==> config.mk <==
export PLATFORM = sky130hd
export DESIGN_NAME = bfp_core
export DESIGN_NICKNAME = d
export VERILOG_FILES = /design/src/rtl/bfp_pkg.sv /design/src/rtl/bfp_core.sv
export SDC_FILE = /design/constraint.sdc
export NUM_CORES = 1
export LEC_CHECK = 0
export BUFFER_PORTS_ARGS = -buffer_cell sky130_fd_sc_hd__buf_2
export CAP_MARGIN = 20
export CORE_ASPECT_RATIO = 1.1
export CORE_UTILIZATION = 61
export CTS_CLUSTER_DIAMETER = 30
export CTS_CLUSTER_SIZE = 10
export DETAILED_ROUTE_END_ITERATION = 10
export PLACE_DENSITY = 0.82
export SYNTH_ARGS = -nofsm -noshare
export SYNTH_HDL_FRONTEND = slang
export SYNTH_SLANG_ARGS = --single-unit
==> constraint.sdc <==
create_clock -name hclk -period 8.9 [get_ports hclk]
set_input_delay 1.335 -clock hclk [delete_from_list [all_inputs] [get_ports hclk]]
set_output_delay 1.335 -clock hclk [all_outputs]
set_load 0.005 [all_outputs]
==> src/rtl/bfp_pkg.sv <==
// constants, codes and register map of the breaker failure pick-up timer
package bfp_pkg;
    localparam int unsigned CLK_PERIOD_NS = 25;
    localparam int unsigned TICK_TIME_MS = 5;
    localparam int unsigned TICK_CYCLES = (TICK_TIME_MS * 1000000) / CLK_PERIOD_NS;
    localparam int unsigned DELAY_STEP_MS = 5;
    localparam int unsigned MAX_DELAY_MS = 1800000;
    localparam int unsigned MAX_DELAY_STEPS = MAX_DELAY_MS / DELAY_STEP_MS;
    localparam int unsigned RETRIP_DELAY_MS = 100;
    localparam int unsigned FAIL_DELAY_MS = 200;
    localparam int unsigned DLY_W = 19;
    localparam logic [18:0] RST_RETRIP_STEPS = 19'(RETRIP_DELAY_MS / DELAY_STEP_MS);
    localparam logic [18:0] RST_FAIL_STEPS = 19'(FAIL_DELAY_MS / DELAY_STEP_MS);
    localparam logic [18:0] DLY_MAX = 19'(MAX_DELAY_STEPS);
    localparam logic [7:0] OFS_CTRL = 8'h00;
    localparam logic [7:0] OFS_PHASE_THR = 8'h04;
    localparam logic [7:0] OFS_RES_THR = 8'h08;
    localparam logic [7:0] OFS_RETRIP_DLY = 8'h0C;
    localparam logic [7:0] OFS_FAIL_DLY = 8'h10;
    localparam logic [7:0] OFS_STATUS = 8'h14;
    localparam logic [7:0] OFS_ELAPSED = 8'h18;
    localparam int unsigned CTRL_MODE_LSB = 0;
    localparam int unsigned CTRL_RSEL_LSB = 4;
    localparam int unsigned CTRL_RTEN_BIT = 6;
    localparam int unsigned CTRL_LN_LSB = 8;
    localparam int unsigned STAT_COND_LSB = 0;
    localparam int unsigned STAT_BEH_LSB = 4;
    localparam int unsigned STAT_CH_LSB = 8;
    localparam int unsigned STAT_PICK_BIT = 12;
    localparam logic [3:0] RST_MODE = 4'h0;
    localparam logic [1:0] RST_RSEL = 2'h0;
    localparam logic RST_RTEN = 1'b1;
    localparam logic [2:0] RST_LN = 3'h1;
    localparam logic [11:0] RST_PHASE_THR = 12'h014;
    localparam logic [15:0] RST_RES_THR = 16'h04B0;
    localparam logic [23:0] HYST_NUM = 24'h000061;
    localparam logic [23:0] HYST_DEN = 24'h000064;
    localparam logic [16:0] PHASE_SCALE = 17'h0000A;
    typedef enum logic [1:0] {ST_NORMAL = 2'b00, ST_START = 2'b01, ST_BLOCKED = 2'b10} bfp_state_t;
    typedef enum logic [3:0] {
        MODE_CUR = 4'h0, MODE_RELAY = 4'h1, MODE_SIG = 4'h2, MODE_CUR_AND_RELAY = 4'h3,
        MODE_CUR_OR_RELAY = 4'h4, MODE_CUR_OR_SIG = 4'h5, MODE_CUR_OR_SIG_RELAY = 4'h6,
        MODE_SIG_OR_RELAY = 4'h8, MODE_ANY = 4'h9, MODE_ALL = 4'hA
    } bfp_mode_t;
    localparam logic [1:0] RSEL_OFF = 2'h0;
    localparam logic [1:0] RSEL_ONE = 2'h1;
    localparam logic [1:0] RSEL_TWO = 2'h2;
    localparam logic [1:0] RSEL_CALC = 2'h3;
    localparam logic [2:0] COND_NORMAL = 3'h0;
    localparam logic [2:0] COND_START = 3'h1;
    localparam logic [2:0] COND_RETRIP = 3'h2;
    localparam logic [2:0] COND_FAIL = 3'h3;
    localparam logic [2:0] COND_BLOCKED = 3'h4;
    localparam logic [2:0] LN_ON = 3'h1;
    localparam logic [2:0] LN_BLOCKED = 3'h2;
    localparam logic [2:0] LN_TEST = 3'h3;
    localparam logic [2:0] LN_TEST_BLOCKED = 3'h4;
    localparam logic [2:0] LN_OFF = 3'h5;
endpackage

==> src/rtl/bfp_core.sv <==
// breaker failure pick-up, blocking and retrip/failure timing with AHB-Lite settings
//
// The register addresses and the AHB-Lite slave port were chosen for this implementation.
`timescale 1ns/1ps
module bfp_core #(
    parameter int unsigned TICK_CYCLES = bfp_pkg::TICK_CYCLES,
    parameter int unsigned MEAS_W = 16
) (
    input wire logic hclk,
    input wire logic hresetn,
    input wire logic clk_en,
    input wire logic hsel,
    input wire logic [31:0] haddr,
    input wire logic [1:0] htrans,
    input wire logic hwrite,
    input wire logic [2:0] hsize,
    input wire logic [31:0] hwdata,
    input wire logic hready,
    output logic hreadyout,
    output logic hresp,
    output logic [31:0] hrdata,
    input wire logic meas_valid,
    input wire logic [MEAS_W-1:0] phase_a_rms,
    input wire logic [MEAS_W-1:0] phase_b_rms,
    input wire logic [MEAS_W-1:0] phase_c_rms,
    input wire logic [MEAS_W-1:0] residual_input_one,
    input wire logic [MEAS_W-1:0] residual_input_two,
    input wire logic [MEAS_W-1:0] derived_residual_current,
    input wire logic binary_signal,
    input wire logic relay_state,
    input wire logic block_request,
    output logic start,
    output logic retrip,
    output logic breaker_failure_output,
    output logic blocked,
    output logic block_event,
    output logic [3:0] event_fault_type,
    output logic [MEAS_W-1:0] event_cur_a,
    output logic [MEAS_W-1:0] event_cur_b,
    output logic [MEAS_W-1:0] event_cur_c,
    output logic [MEAS_W-1:0] event_cur_n
);
    import bfp_pkg::*;

    if (TICK_CYCLES < 1 || TICK_CYCLES > 16777215) begin : g_bad_tick
        $error("bfp_core: TICK_CYCLES out of range");
    end
    if (MEAS_W != 16) begin : g_bad_meas
        $error("bfp_core: MEAS_W must be 16");
    end

    ////////////////////////////////////////////////////////////////////////////
    // AHB-Lite slave and settings

    logic [3:0] mode_r;
    logic [1:0] rsel_r;
    logic rten_r;
    logic [2:0] ln_r;
    logic [11:0] phase_thr_r;
    logic [15:0] res_thr_r;
    logic [18:0] retrip_dly_r;
    logic [18:0] fail_dly_r;
    logic wr_pend_r;
    logic rd_pend_r;
    logic rd_done_r;
    logic [7:0] addr_r;
    logic [31:0] hrdata_r;
    logic [31:0] rd_word;
    logic accept;
    bfp_state_t state_r;
    bfp_state_t state_nxt;
    logic [18:0] elapsed_r;
    logic [18:0] elapsed_nxt;
    logic [3:0] ch_pick_r;
    logic pickup;
    logic [2:0] cond;
    logic [2:0] behaviour;

    // reads take one wait state so a write just before is already visible
    assign hreadyout = clk_en & ~(rd_pend_r & ~rd_done_r);
    assign hresp = 1'b0;
    assign hrdata = hrdata_r;
    assign accept = clk_en & hsel & hready & htrans[1];

    always_ff @(posedge hclk or negedge hresetn) begin
        if (!hresetn) begin
            wr_pend_r <= 1'b0;
            rd_pend_r <= 1'b0;
            rd_done_r <= 1'b0;
            addr_r <= 8'h00;
            hrdata_r <= 32'h00000000;
        end else if (clk_en) begin
            if (rd_pend_r && !rd_done_r) begin
                hrdata_r <= rd_word;
                rd_done_r <= 1'b1;
            end else begin
                wr_pend_r <= accept & hwrite;
                rd_pend_r <= accept & ~hwrite;
                rd_done_r <= 1'b0;
                if (accept) begin
                    addr_r <= {haddr[7:2], 2'b00};
                end
            end
        end
    end

    always_comb begin
        rd_word = 32'h00000000;
        if (addr_r == OFS_CTRL) begin
            rd_word[CTRL_MODE_LSB +: 4] = mode_r;
            rd_word[CTRL_RSEL_LSB +: 2] = rsel_r;
            rd_word[CTRL_RTEN_BIT] = rten_r;
            rd_word[CTRL_LN_LSB +: 3] = ln_r;
        end else if (addr_r == OFS_PHASE_THR) begin
            rd_word[11:0] = phase_thr_r;
        end else if (addr_r == OFS_RES_THR) begin
            rd_word[15:0] = res_thr_r;
        end else if (addr_r == OFS_RETRIP_DLY) begin
            rd_word[18:0] = retrip_dly_r;
        end else if (addr_r == OFS_FAIL_DLY) begin
            rd_word[18:0] = fail_dly_r;
        end else if (addr_r == OFS_STATUS) begin
            rd_word[STAT_COND_LSB +: 3] = cond;
            rd_word[STAT_BEH_LSB +: 3] = behaviour;
            rd_word[STAT_CH_LSB +: 4] = ch_pick_r;
            rd_word[STAT_PICK_BIT] = pickup;
        end else if (addr_r == OFS_ELAPSED) begin
            rd_word[18:0] = elapsed_r;
        end
    end

    always_ff @(posedge hclk or negedge hresetn) begin
        if (!hresetn) begin
            mode_r <= RST_MODE;
            rsel_r <= RST_RSEL;
            rten_r <= RST_RTEN;
            ln_r <= RST_LN;
            phase_thr_r <= RST_PHASE_THR;
            res_thr_r <= RST_RES_THR;
            retrip_dly_r <= RST_RETRIP_STEPS;
            fail_dly_r <= RST_FAIL_STEPS;
        end else if (clk_en && wr_pend_r) begin
            if (addr_r == OFS_CTRL) begin
                mode_r <= hwdata[CTRL_MODE_LSB +: 4];
                rsel_r <= hwdata[CTRL_RSEL_LSB +: 2];
                rten_r <= hwdata[CTRL_RTEN_BIT];
                ln_r <= hwdata[CTRL_LN_LSB +: 3];
            end else if (addr_r == OFS_PHASE_THR) begin
                phase_thr_r <= hwdata[11:0];
            end else if (addr_r == OFS_RES_THR) begin
                res_thr_r <= hwdata[15:0];
            end else if (addr_r == OFS_RETRIP_DLY) begin
                retrip_dly_r <= (hwdata[18:0] > DLY_MAX) ? DLY_MAX : hwdata[18:0];
            end else if (addr_r == OFS_FAIL_DLY) begin
                fail_dly_r <= (hwdata[18:0] > DLY_MAX) ? DLY_MAX : hwdata[18:0];
            end
        end
    end

    ////////////////////////////////////////////////////////////////////////////
    // measurement latch and current comparators, one per channel

    logic [15:0] res_sel;
    logic [15:0] meas_in [4];
    logic [16:0] thr_lvl [4];

    always_comb begin
        case (rsel_r)
            RSEL_ONE: res_sel = residual_input_one;
            RSEL_TWO: res_sel = residual_input_two;
            RSEL_CALC: res_sel = derived_residual_current;
            default: res_sel = 16'h0000;
        endcase
    end

    assign meas_in[0] = phase_a_rms;
    assign meas_in[1] = phase_b_rms;
    assign meas_in[2] = phase_c_rms;
    assign meas_in[3] = res_sel;
    // phase threshold in 0.01 steps brought to the 0.001 scale of the inputs
    assign thr_lvl[0] = 17'(phase_thr_r) * PHASE_SCALE;
    assign thr_lvl[1] = 17'(phase_thr_r) * PHASE_SCALE;
    assign thr_lvl[2] = 17'(phase_thr_r) * PHASE_SCALE;
    assign thr_lvl[3] = 17'(res_thr_r);

    for (genvar ch = 0; ch < 4; ch++) begin : g_ch
        logic [15:0] meas_r;
        logic above;
        logic below_drop;
        logic en;
        assign en = (ch < 3) || (rsel_r != RSEL_OFF);
        assign above = 17'(meas_r) > thr_lvl[ch];
        assign below_drop = (24'(meas_r) * HYST_DEN) < (24'(thr_lvl[ch]) * HYST_NUM);

        always_ff @(posedge hclk or negedge hresetn) begin
            if (!hresetn) begin
                meas_r <= 16'h0000;
            end else if (clk_en && meas_valid) begin
                meas_r <= meas_in[ch];
            end
        end

        always_ff @(posedge hclk or negedge hresetn) begin
            if (!hresetn) begin
                ch_pick_r[ch] <= 1'b0;
            end else if (clk_en) begin
                if (!en) begin
                    ch_pick_r[ch] <= 1'b0;
                end else if (!ch_pick_r[ch]) begin
                    ch_pick_r[ch] <= above;
                end else begin
                    ch_pick_r[ch] <= ~below_drop;
                end
            end
        end
    end

    ////////////////////////////////////////////////////////////////////////////
    // mode combination, blocking and sequencing

    logic cur_pick;
    logic block_eff;
    logic ln_off;
    logic tick;
    logic [23:0] presc_r;

    assign cur_pick = |ch_pick_r;
    assign ln_off = (ln_r == LN_OFF);
    // block is looked at every cycle, never remembered from an earlier one
    assign block_eff = block_request | (ln_r == LN_BLOCKED) | (ln_r == LN_TEST_BLOCKED);

    always_comb begin
        case (mode_r)
            MODE_CUR: pickup = cur_pick;
            MODE_RELAY: pickup = relay_state;
            MODE_SIG: pickup = binary_signal;
            MODE_CUR_AND_RELAY: pickup = cur_pick & relay_state;
            MODE_CUR_OR_RELAY: pickup = cur_pick | relay_state;
            MODE_CUR_OR_SIG: pickup = cur_pick | binary_signal;
            MODE_CUR_OR_SIG_RELAY: pickup = cur_pick | (binary_signal & relay_state);
            MODE_SIG_OR_RELAY: pickup = binary_signal | relay_state;
            MODE_ANY: pickup = cur_pick | relay_state | binary_signal;
            MODE_ALL: pickup = cur_pick & relay_state & binary_signal;
            default: pickup = 1'b0;
        endcase
        if (ln_off) begin
            pickup = 1'b0;
        end
    end

    always_comb begin
        state_nxt = state_r;
        case (state_r)
            ST_NORMAL: begin
                if (pickup) begin
                    state_nxt = block_eff ? ST_BLOCKED : ST_START;
                end
            end
            ST_START: begin
                if (!pickup) begin
                    state_nxt = ST_NORMAL;
                end else if (block_eff) begin
                    state_nxt = ST_BLOCKED;
                end
            end
            ST_BLOCKED: begin
                if (!pickup) begin
                    state_nxt = ST_NORMAL;
                end else if (!block_eff) begin
                    state_nxt = ST_START;
                end
            end
            default: state_nxt = ST_NORMAL;
        endcase
    end

    always_ff @(posedge hclk or negedge hresetn) begin
        if (!hresetn) begin
            state_r <= ST_NORMAL;
        end else if (clk_en) begin
            state_r <= state_nxt;
        end
    end

    ////////////////////////////////////////////////////////////////////////////
    // shared 5 ms tick timer for retrip and failure

    assign tick = (presc_r == 24'(TICK_CYCLES - 1));

    always_comb begin
        elapsed_nxt = elapsed_r;
        if (state_r != ST_START || state_nxt != ST_START) begin
            elapsed_nxt = 19'h00000;
        end else if (tick && elapsed_r < DLY_MAX) begin
            elapsed_nxt = elapsed_r + 19'h00001;
        end
    end

    always_ff @(posedge hclk or negedge hresetn) begin
        if (!hresetn) begin
            presc_r <= 24'h000000;
            elapsed_r <= 19'h00000;
        end else if (clk_en) begin
            elapsed_r <= elapsed_nxt;
            if (state_r != ST_START || state_nxt != ST_START || tick) begin
                presc_r <= 24'h000000;
            end else begin
                presc_r <= presc_r + 24'h000001;
            end
        end
    end

    // outputs follow the next state so they drop in the same edge as start
    always_ff @(posedge hclk or negedge hresetn) begin
        if (!hresetn) begin
            start <= 1'b0;
            retrip <= 1'b0;
            breaker_failure_output <= 1'b0;
            blocked <= 1'b0;
        end else if (clk_en) begin
            start <= (state_nxt == ST_START);
            retrip <= (state_nxt == ST_START) & rten_r & (elapsed_nxt >= retrip_dly_r);
            breaker_failure_output <= (state_nxt == ST_START) & (elapsed_nxt >= fail_dly_r);
            blocked <= (state_nxt == ST_BLOCKED);
        end
    end

    ////////////////////////////////////////////////////////////////////////////
    // block event capture

    always_ff @(posedge hclk or negedge hresetn) begin
        if (!hresetn) begin
            block_event <= 1'b0;
            event_fault_type <= 4'h0;
            event_cur_a <= 16'h0000;
            event_cur_b <= 16'h0000;
            event_cur_c <= 16'h0000;
            event_cur_n <= 16'h0000;
        end else if (clk_en) begin
            block_event <= (state_nxt == ST_BLOCKED) && (state_r != ST_BLOCKED);
            if (state_nxt == ST_BLOCKED && state_r != ST_BLOCKED) begin
                event_fault_type <= ch_pick_r;
                event_cur_a <= g_ch[0].meas_r;
                event_cur_b <= g_ch[1].meas_r;
                event_cur_c <= g_ch[2].meas_r;
                event_cur_n <= g_ch[3].meas_r;
            end
        end
    end

    always_comb begin
        if (breaker_failure_output) begin
            cond = COND_FAIL;
        end else if (retrip) begin
            cond = COND_RETRIP;
        end else if (start) begin
            cond = COND_START;
        end else if (blocked) begin
            cond = COND_BLOCKED;
        end else begin
            cond = COND_NORMAL;
        end
        behaviour = (ln_r >= LN_ON && ln_r <= LN_OFF) ? ln_r : LN_OFF;
    end
endmodule

==> results of run 1 <==
kinds of logic (layout without fill, tap and decap cells):
| logic type | after synthesis | after routing | synth area share |
|---|---|---|---|
| AOI/OAI and AO/OA | 603 | 603 | 0.140 |
| xor gates and xnor gates | 133 | 133 | 0.0430 |
| adders and majority gates | 609 | 609 | 0.298 |
| buffers and inverters | 486 | 754 | 0.0704 |
| DFF | 290 | 290 | 0.269 |
| muxes | 187 | 187 | 0.0779 |
| other | 1 | 16 | 0.000138 |
| and+or+nand+nor | 574 | 574 | 0.102 |
synthesized netlist by cell type, types with 9 or more instances:
cell,number,share of area
a2111oi_0,10,0.0032
a211oi_1,9,0.0025
a21boi_0,9,0.0025
a21o_1,63,0.017
a21oi_1,137,0.025
a221oi_1,19,0.0061
a22oi_1,15,0.0042
a31oi_1,18,0.0042
and3_1,19,0.0044
buf_1,11,0.0015
buf_4,14,0.0039
clkbuf_1,55,0.0076
dfrtp_1,278,0.26
dfstp_2,12,0.012
fa_1,60,0.044
ha_1,548,0.25
inv_1,397,0.055
mux2_2,154,0.064
mux2_4,9,0.0050
mux2i_1,24,0.0089
nand2_1,185,0.026
nand2b_1,25,0.0058
nand3_1,38,0.0070
nand4_1,41,0.0095
nor2_1,140,0.019
nor2b_1,38,0.0088
nor3_1,32,0.0059
nor4_1,9,0.0021
o211ai_1,17,0.0047
o21a_1,31,0.0086
o21ai_0,189,0.035
o31ai_1,20,0.0055
or3_1,12,0.0028
xnor2_1,75,0.024
xor2_1,58,0.019
routing by layer:
| layer | track usage | vias to the layer above |
|---|---|---|
| li1 | - | 10600 |
| met1 | 0.398 | 10900 |
| met2 | 0.526 | 785 |
| met3 | 0.0606 | 222 |
| met4 | 0.163 | 0 |
| met5 | 0 | - |
cells in the final DEF, fill, tap and decap left out, drive strengths merged, types with 33 or more instances in the layout:
cell type / n
nand4: 41
nor2b: 39
o21ai: 190
nor3: 33
nor2: 140
xnor2: 75
xor2: 58
ha: 548
inv: 402
nand3: 38
fa: 60
clkbuf: 80
a21oi: 137
dfrtp: 278
a21o: 63
mux2: 163
nand2: 185
buf: 241
metrics by stage:
stage / utilization / total power [W] / hold WS [ns] / worst slack (ns)
2_1_floorplan: - / 0.00629 / 0.450 / 2.47
3_3_place_gp: 0.659 / 0.00748 / 0.461 / 1.60
3_5_place_dp: 0.659 / 0.00785 / 0.465 / 1.54
4_1_cts: 0.709 / 0.0103 / 0.479 / 1.49
5_1_grt: 0.710 / 0.0113 / 0.510 / 0.896
6_report: 0.710 / 0.0104 / 0.472 / 1.39
power groups by stage:
stage                     logic, W  registers, W  clock network, W
after floorplan            0.00450       0.00179                 0
after global placement     0.00562       0.00186                 0
after detailed placement   0.00597       0.00187                 0
after CTS                  0.00606       0.00186           0.00239
after global routing       0.00692       0.00190           0.00246
final                      0.00612       0.00187           0.00236
worst min-delay path: cells and delay by family (launching register included):
family | cells | cell delay (ns)
and+or+nand+nor | 1 | 0.05
DFF | 1 | 0.33
AOI/OAI and AO/OA | 1 | 0.06
worst paths after layout:
path / to / cells after the start / start
worst max-delay path: ch_pick_r[0]$_DFFE_PN0P_ / 28 / phase_thr_r[0]$_DFFE_PN0P_
worst min-delay path: hrdata[9]$_DFFE_PN0P_ / 2 / hrdata[9]$_DFFE_PN0P_
worst max register to register: ch_pick_r[0]$_DFFE_PN0P_ / 28 / phase_thr_r[0]$_DFFE_PN0P_
worst min register to register: hrdata[9]$_DFFE_PN0P_ / 2 / hrdata[9]$_DFFE_PN0P_
max in group asynchronous: g_ch[3].meas_r[14]$_DFFE_PN0P_ / 2 / hresetn
min in group asynchronous: presc_r[17]$_DFFE_PN0P_ / 1 / hresetn
state kept, by name, indices dropped and copies added (netlist names), 12 cells and up:
name,count
phase_thr_r,12
event_cur_n,16
res_thr_r,16
fail_dly_r,19
retrip_dly_r,19
event_cur_a,16
hrdata,19
event_cur_b,16
event_cur_c,16
elapsed_r,19
g_ch.meas_r,64
presc_r,24
final cells by class:
type,count,area (sq um),share of cell area
clock buffer,80,1690,0.0546
inverter,397,1490,0.0482
clock inverter,36,487,0.0157
multi-input combinational,2120,18000,0.581
sequential,290,7270,0.235
antenna,2,5.00,0.000162
tap,574,718,0.0232
timing repair buffer,241,1290,0.0418
==> impl_metrics.csv, run 1 <==
group,metric,value,unit
status,outcome,"completed",
floorplanning,rows,80,
timing,hold_violations,0,
pwr,power_switching,0.00446,W
clock_tree,htree_levels,2,
timing,rsz0062_at_grt,"false",
clock_tree,cts_hold_buf,0,
cells_and_area,fillers,3241,
cells_and_area,instances_no_fill,3740,
critical_path,endpoint_kind,"flip-flop",
clock_tree,cts_tree,"done",
critical_path,cp_data_required_time,9.39,ns
floorplanning,die-area,0.0452,sq mm
clock_tree,clk_latency,0.66,ns
clock_tree,clk_pin_slew,0.05,ns
critical_path,critPathTopFamily,"adder cells",
drt,topRoutingLayerUsed,"met4",
timing,skew,0.0488,ns
pwr,powerDensity,335,mW/mm^2
worst_hold_path,worst_hold_path_type,"flip-flop to flip-flop",
clock_tree,cts_resized,0,
drt,drcViolationCount,0,
timing,drv_slew,0,
place,dp.cells,3620,
global_route,grt_first_pass_wirelength,116,mm
drt,wl_per_cell,19.0,um
pwr,p_leak,16.0,nW
run,maxCapViolations,0,
clock_tree,clock-root-buffer,"clkbuf_16",
synthesis,ys_types,79,
pwr,combPwrFrac,0.591,
timing,max_freq,133,MHz
critical_path,start_kind,"flip-flop",
drt,ant_nets,0,
cells_and_area,syn_to_final_growth,14.1,%
timing,worst_slew_pin_slew,1.06,ns
critical_path,crit_path_frequent_cell,"ha_1",
pwr,ir_drop,227,uV
synthesis,synth_flop_cell,"dfrtp_1",
drt,m1WireLength,29.2,mm
cells_and_area,design_area,0.0309,sq mm
synthesis,synth_cells,2883,
drt,wl,71.1,mm
cells_and_area,layout-drive-gt1-share,0.171,
pwr,power_frac_clock,0.228,
cells_and_area,nets,3894,
place,hpwl,53.1,mm
critical_path,cp.arrival,8.00,ns
clock_tree,clock_sinks,290,
clock_tree,cts_made_buffers,61,
synthesis,ys_warn_count,0,
timing,setup_viol,0,
floorplanning,die_h,223,um
place,dpl_cell_area,0.0287,sq mm
timing,maxSlewHeadroom,0.295,
timing,post-route-period-util,0.844,
clock_tree,post-cts-setup-buffers,0,
synthesis,synth-edff-count,0,
synthesis,syn_area_per_cell,9.39,sq um
global_route,grt_max_degree,174,
pwr,swShare,0.430,
drt,drtIter0Drc,1172,
synthesis,synth-seq-cells,290,
drt,wl_met2,33.4,mm
critical_path,r2r_slack,1.39,ns
floorplanning,pin_count,282,
place,gp_congestion,0.960,
floorplanning,die_x,203,um
clock_tree,clockBufferDepth,3,
global_route,grt_pass1_vias,23100,
synthesis,syn_area,0.0271,sq mm
pwr,seqPwrFrac,0.181,
drt,wl_met3,4.99,mm
timing,final.setup.tns,0,ns
synthesis,ys_seq_area_frac,0.269,
drt,viasPerCell,6.00,
floorplanning,core-area,0.0435,sq mm
critical_path,path_class,"flip-flop to flip-flop",
drt,dr.pass1.iters,5,
synthesis,synthArstFlopShare,1.00,
critical_path,cp_slowest_cell,"dfrtp_1",
critical_path,path_buf_inv,3,
global_route,grt.total_usage,0.319,
place,io_buffers,224,
timing,period_needed,7.51,ns
global_route,antenna_found_initial,1,
critical_path,max_stage_delay,0.71,ns
pwr,p_int,0.00590,W
critical_path,crit_fanout,11,
floorplanning,start_util,0.622,
drt,via_count,22400,
global_route,overflow,0,
(Power assumes the default switching activity.)
==> run 2: changes to the inputs <==
--- a/config.mk
+++ b/config.mk
@@ -8,11 +8,11 @@
 export BUFFER_PORTS_ARGS = -buffer_cell sky130_fd_sc_hd__buf_2
 export CAP_MARGIN = 20
 export CORE_ASPECT_RATIO = 1.1
-export CORE_UTILIZATION = 61
+export CORE_UTILIZATION = 55
 export CTS_CLUSTER_DIAMETER = 30
 export CTS_CLUSTER_SIZE = 10
 export DETAILED_ROUTE_END_ITERATION = 10
-export PLACE_DENSITY = 0.82
+export PLACE_DENSITY = 0.78
 export SYNTH_ARGS = -nofsm -noshare
 export SYNTH_HDL_FRONTEND = slang
 export SYNTH_SLANG_ARGS = --single-unit
==> constraint.sdc (replaced) <==
create_clock -name hclk -period 6.5 [get_ports hclk]
set_input_delay 0.975 -clock hclk [delete_from_list [all_inputs] [get_ports hclk]]
set_output_delay 0.975 -clock hclk [all_outputs]
set_load 0.005 [all_outputs]
==> impl_metrics.csv, run 2 (synthesized netlist as in run 1, its figures left out) <==
group,metric,value,unit
cells_and_area,reg_top3,"g_ch.meas_r (64), presc_r (24)",
cells_and_area,final_cell_mix,"ha_1, inv_1, dfrtp_1, buf_2",
floorplanning,die_h,235,um
timing,rsz0062_at_grt,"true",
floorplanning,die_x,214,um
timing,setup_viol,0,
global_route,grt_max_degree,154,
floorplanning,start_util,0.561,
global_route,overflow,0,
timing,hold_violations,0,
drt,viasPerCell,5.83,
drt,via_count,22500,
cells_and_area,regMostFlops,"g_ch.meas_r",
global_route,grt_pass1_vias,23300,
critical_path,endpoint_kind,"flip-flop",
critical_path,r2r_start,"phase_thr_r[2]$_DFFE_PN1P_",
cells_and_area,fillers,3688,
drt,wl,72.6,mm
timing,max_freq,155,MHz
critical_path,max_stage_delay,0.59,ns
cells_and_area,largest_reg_flops,64,
critical_path,crit_path_frequent_cell,"ha_1",
cells_and_area,instances_no_fill,3861,
global_route,grt_first_pass_wirelength,117,mm
floorplanning,die-area,0.0501,sq mm
pwr,p_leak,16.4,nW
floorplanning,pin_count,282,
place,io_buffers,224,
timing,period_needed,6.47,ns
clock_tree,clk_pin_slew,0.05,ns
clock_tree,cts_made_buffers,67,
place,hpwl,55.0,mm
cells_and_area,syn_to_final_growth,18.2,%
critical_path,path_class,"flip-flop to flip-flop",
clock_tree,htree_levels,3,
clock_tree,cts_tree,"done",
clock_tree,clk_latency,0.61,ns
drt,ant_nets,0,
timing,post-route-period-util,0.995,
pwr,powerDensity,462,mW/mm^2
drt,dr.pass1.iters,6,
place,post-place-ws,-0.326,ns
cells_and_area,fin_util,0.664,
timing,worst_slew_pin_slew,1.14,ns
global_route,grt.total_usage,0.294,
drt,wl_per_cell,18.8,um
critical_path,startpoint,"phase_thr_r[2]$_DFFE_PN1P_",
global_route,antenna_found_initial,1,
floorplanning,core-area,0.0482,sq mm
timing,drv_slew,0,
pwr,ir_drop,325,uV
place,gp_congestion,0.955,
worst_hold_path,worst_hold_path_type,"input pin to asynchronous set/reset pin",
critical_path,start_kind,"flip-flop",
status,outcome,"completed",
timing,skew,0.0347,ns
cells_and_area,diodes,0,
clock_tree,clock-root-buffer,"clkbuf_16",
drt,drcViolationCount,0,
timing,maxSlewHeadroom,0.233,
timing,worst_slack,0.0313,ns
cells_and_area,layout_commonest_cell,"ha_1",
floorplanning,rows,84,
place,dp.cells,3731,
critical_path,crit_fanout,4,
cells_and_area,nets,3949,
clock_tree,cts_hold_buf,0,
cells_and_area,layout-drive-gt1-share,0.201,
critical_path,cp.arrival,6.96,ns
drt,drtIter0Drc,1483,
timing,timing.hold.ws,0.332,ns
critical_path,cp_slowest_cell,"dfstp_2",
critical_path,cp_data_required_time,6.99,ns
run,maxCapViolations,0,
clock_tree,clockBufferDepth,3,
clock_tree,clock_sinks,290,
-- run 2: through the flow --
stage / total power [W] / setup TNS (ns) / instance area, sq um
floorplan: 0.00861 / 0 / 27100
global placement: 0.0103 / -0.227 / 29100
detailed placement: 0.0108 / -0.679 / 29100
CTS: 0.0147 / -0.00852 / 31600
global route: 0.0161 / -0.382 / 32000
finish: 0.0148 / 0 / 32000
-- run 2: critical path: cells and delay by family, from the launching register on --
kind	cells	cell delay [ns]
AND/OR/NAND/NOR	5	0.97
flip-flops	1	0.59
adder cells (fa/ha/maj)	8	2.23
XOR/XNOR	1	0.16
AO/OA/AOI/OAI	11	2.12
buffers and inverters	2	0.30
-- run 2: repair_timing --
action                                 CTS  global route
setup endpoints to repair                3             3
endpoints found under the hold margin    0             0
resized for setup                       15            48
cloned                                   0             0
pin swaps                                4            40
buffers inserted                         1             8
-- run 2: final cells by class --
type | count | area (sq um) | area share
multi-input cells | 2120 | 18300 | 0.571
flip-flops and latches | 290 | 7270 | 0.227
clock buffers | 80 | 1800 | 0.0561
repair buffers | 290 | 1670 | 0.0521
inverters | 397 | 1490 | 0.0465
well taps | 645 | 807 | 0.0252
clock inverters | 39 | 688 | 0.0215
-- run 2: power breakdown --
| group | switching [W] | internal [W] | total, W |
|---|---|---|---|
| clock | 0.00116 | 0.00252 | 0.00368 |
| combinational | 0.00468 | 0.00388 | 0.00855 |
| sequential | 0.000387 | 0.00217 | 0.00256 |
| total | 0.00623 | 0.00856 | 0.0148 |
-- run 2: worst paths after layout --
path | endpoint | slack (ns) | depth (start not counted)
max in group asynchronous | presc_r[1]$_DFFE_PN0P_ | 4.88 | 2
min in group hclk | hrdata[18]$_DFFE_PN0P_ | 0.47 | 2
max reg2reg | ch_pick_r[2]$_DFFE_PN0P_ | 0.03 | 27
max | ch_pick_r[2]$_DFFE_PN0P_ | 0.03 | 27
min reg2reg | hrdata[18]$_DFFE_PN0P_ | 0.47 | 2
min | g_ch[1].meas_r[10]$_DFFE_PN0P_ | 0.33 | 1
-- run 2: routing by layer --
metal	share of wire	global-route usage	vias up	wire length (um)
met5	0.00025	0	-	18
met4	0.038	0.120	2	2730
met3	0.064	0.0520	187	4680
met2	0.48	0.488	776	34500
met1	0.42	0.374	10900	30600
li1	-	-	10700	-
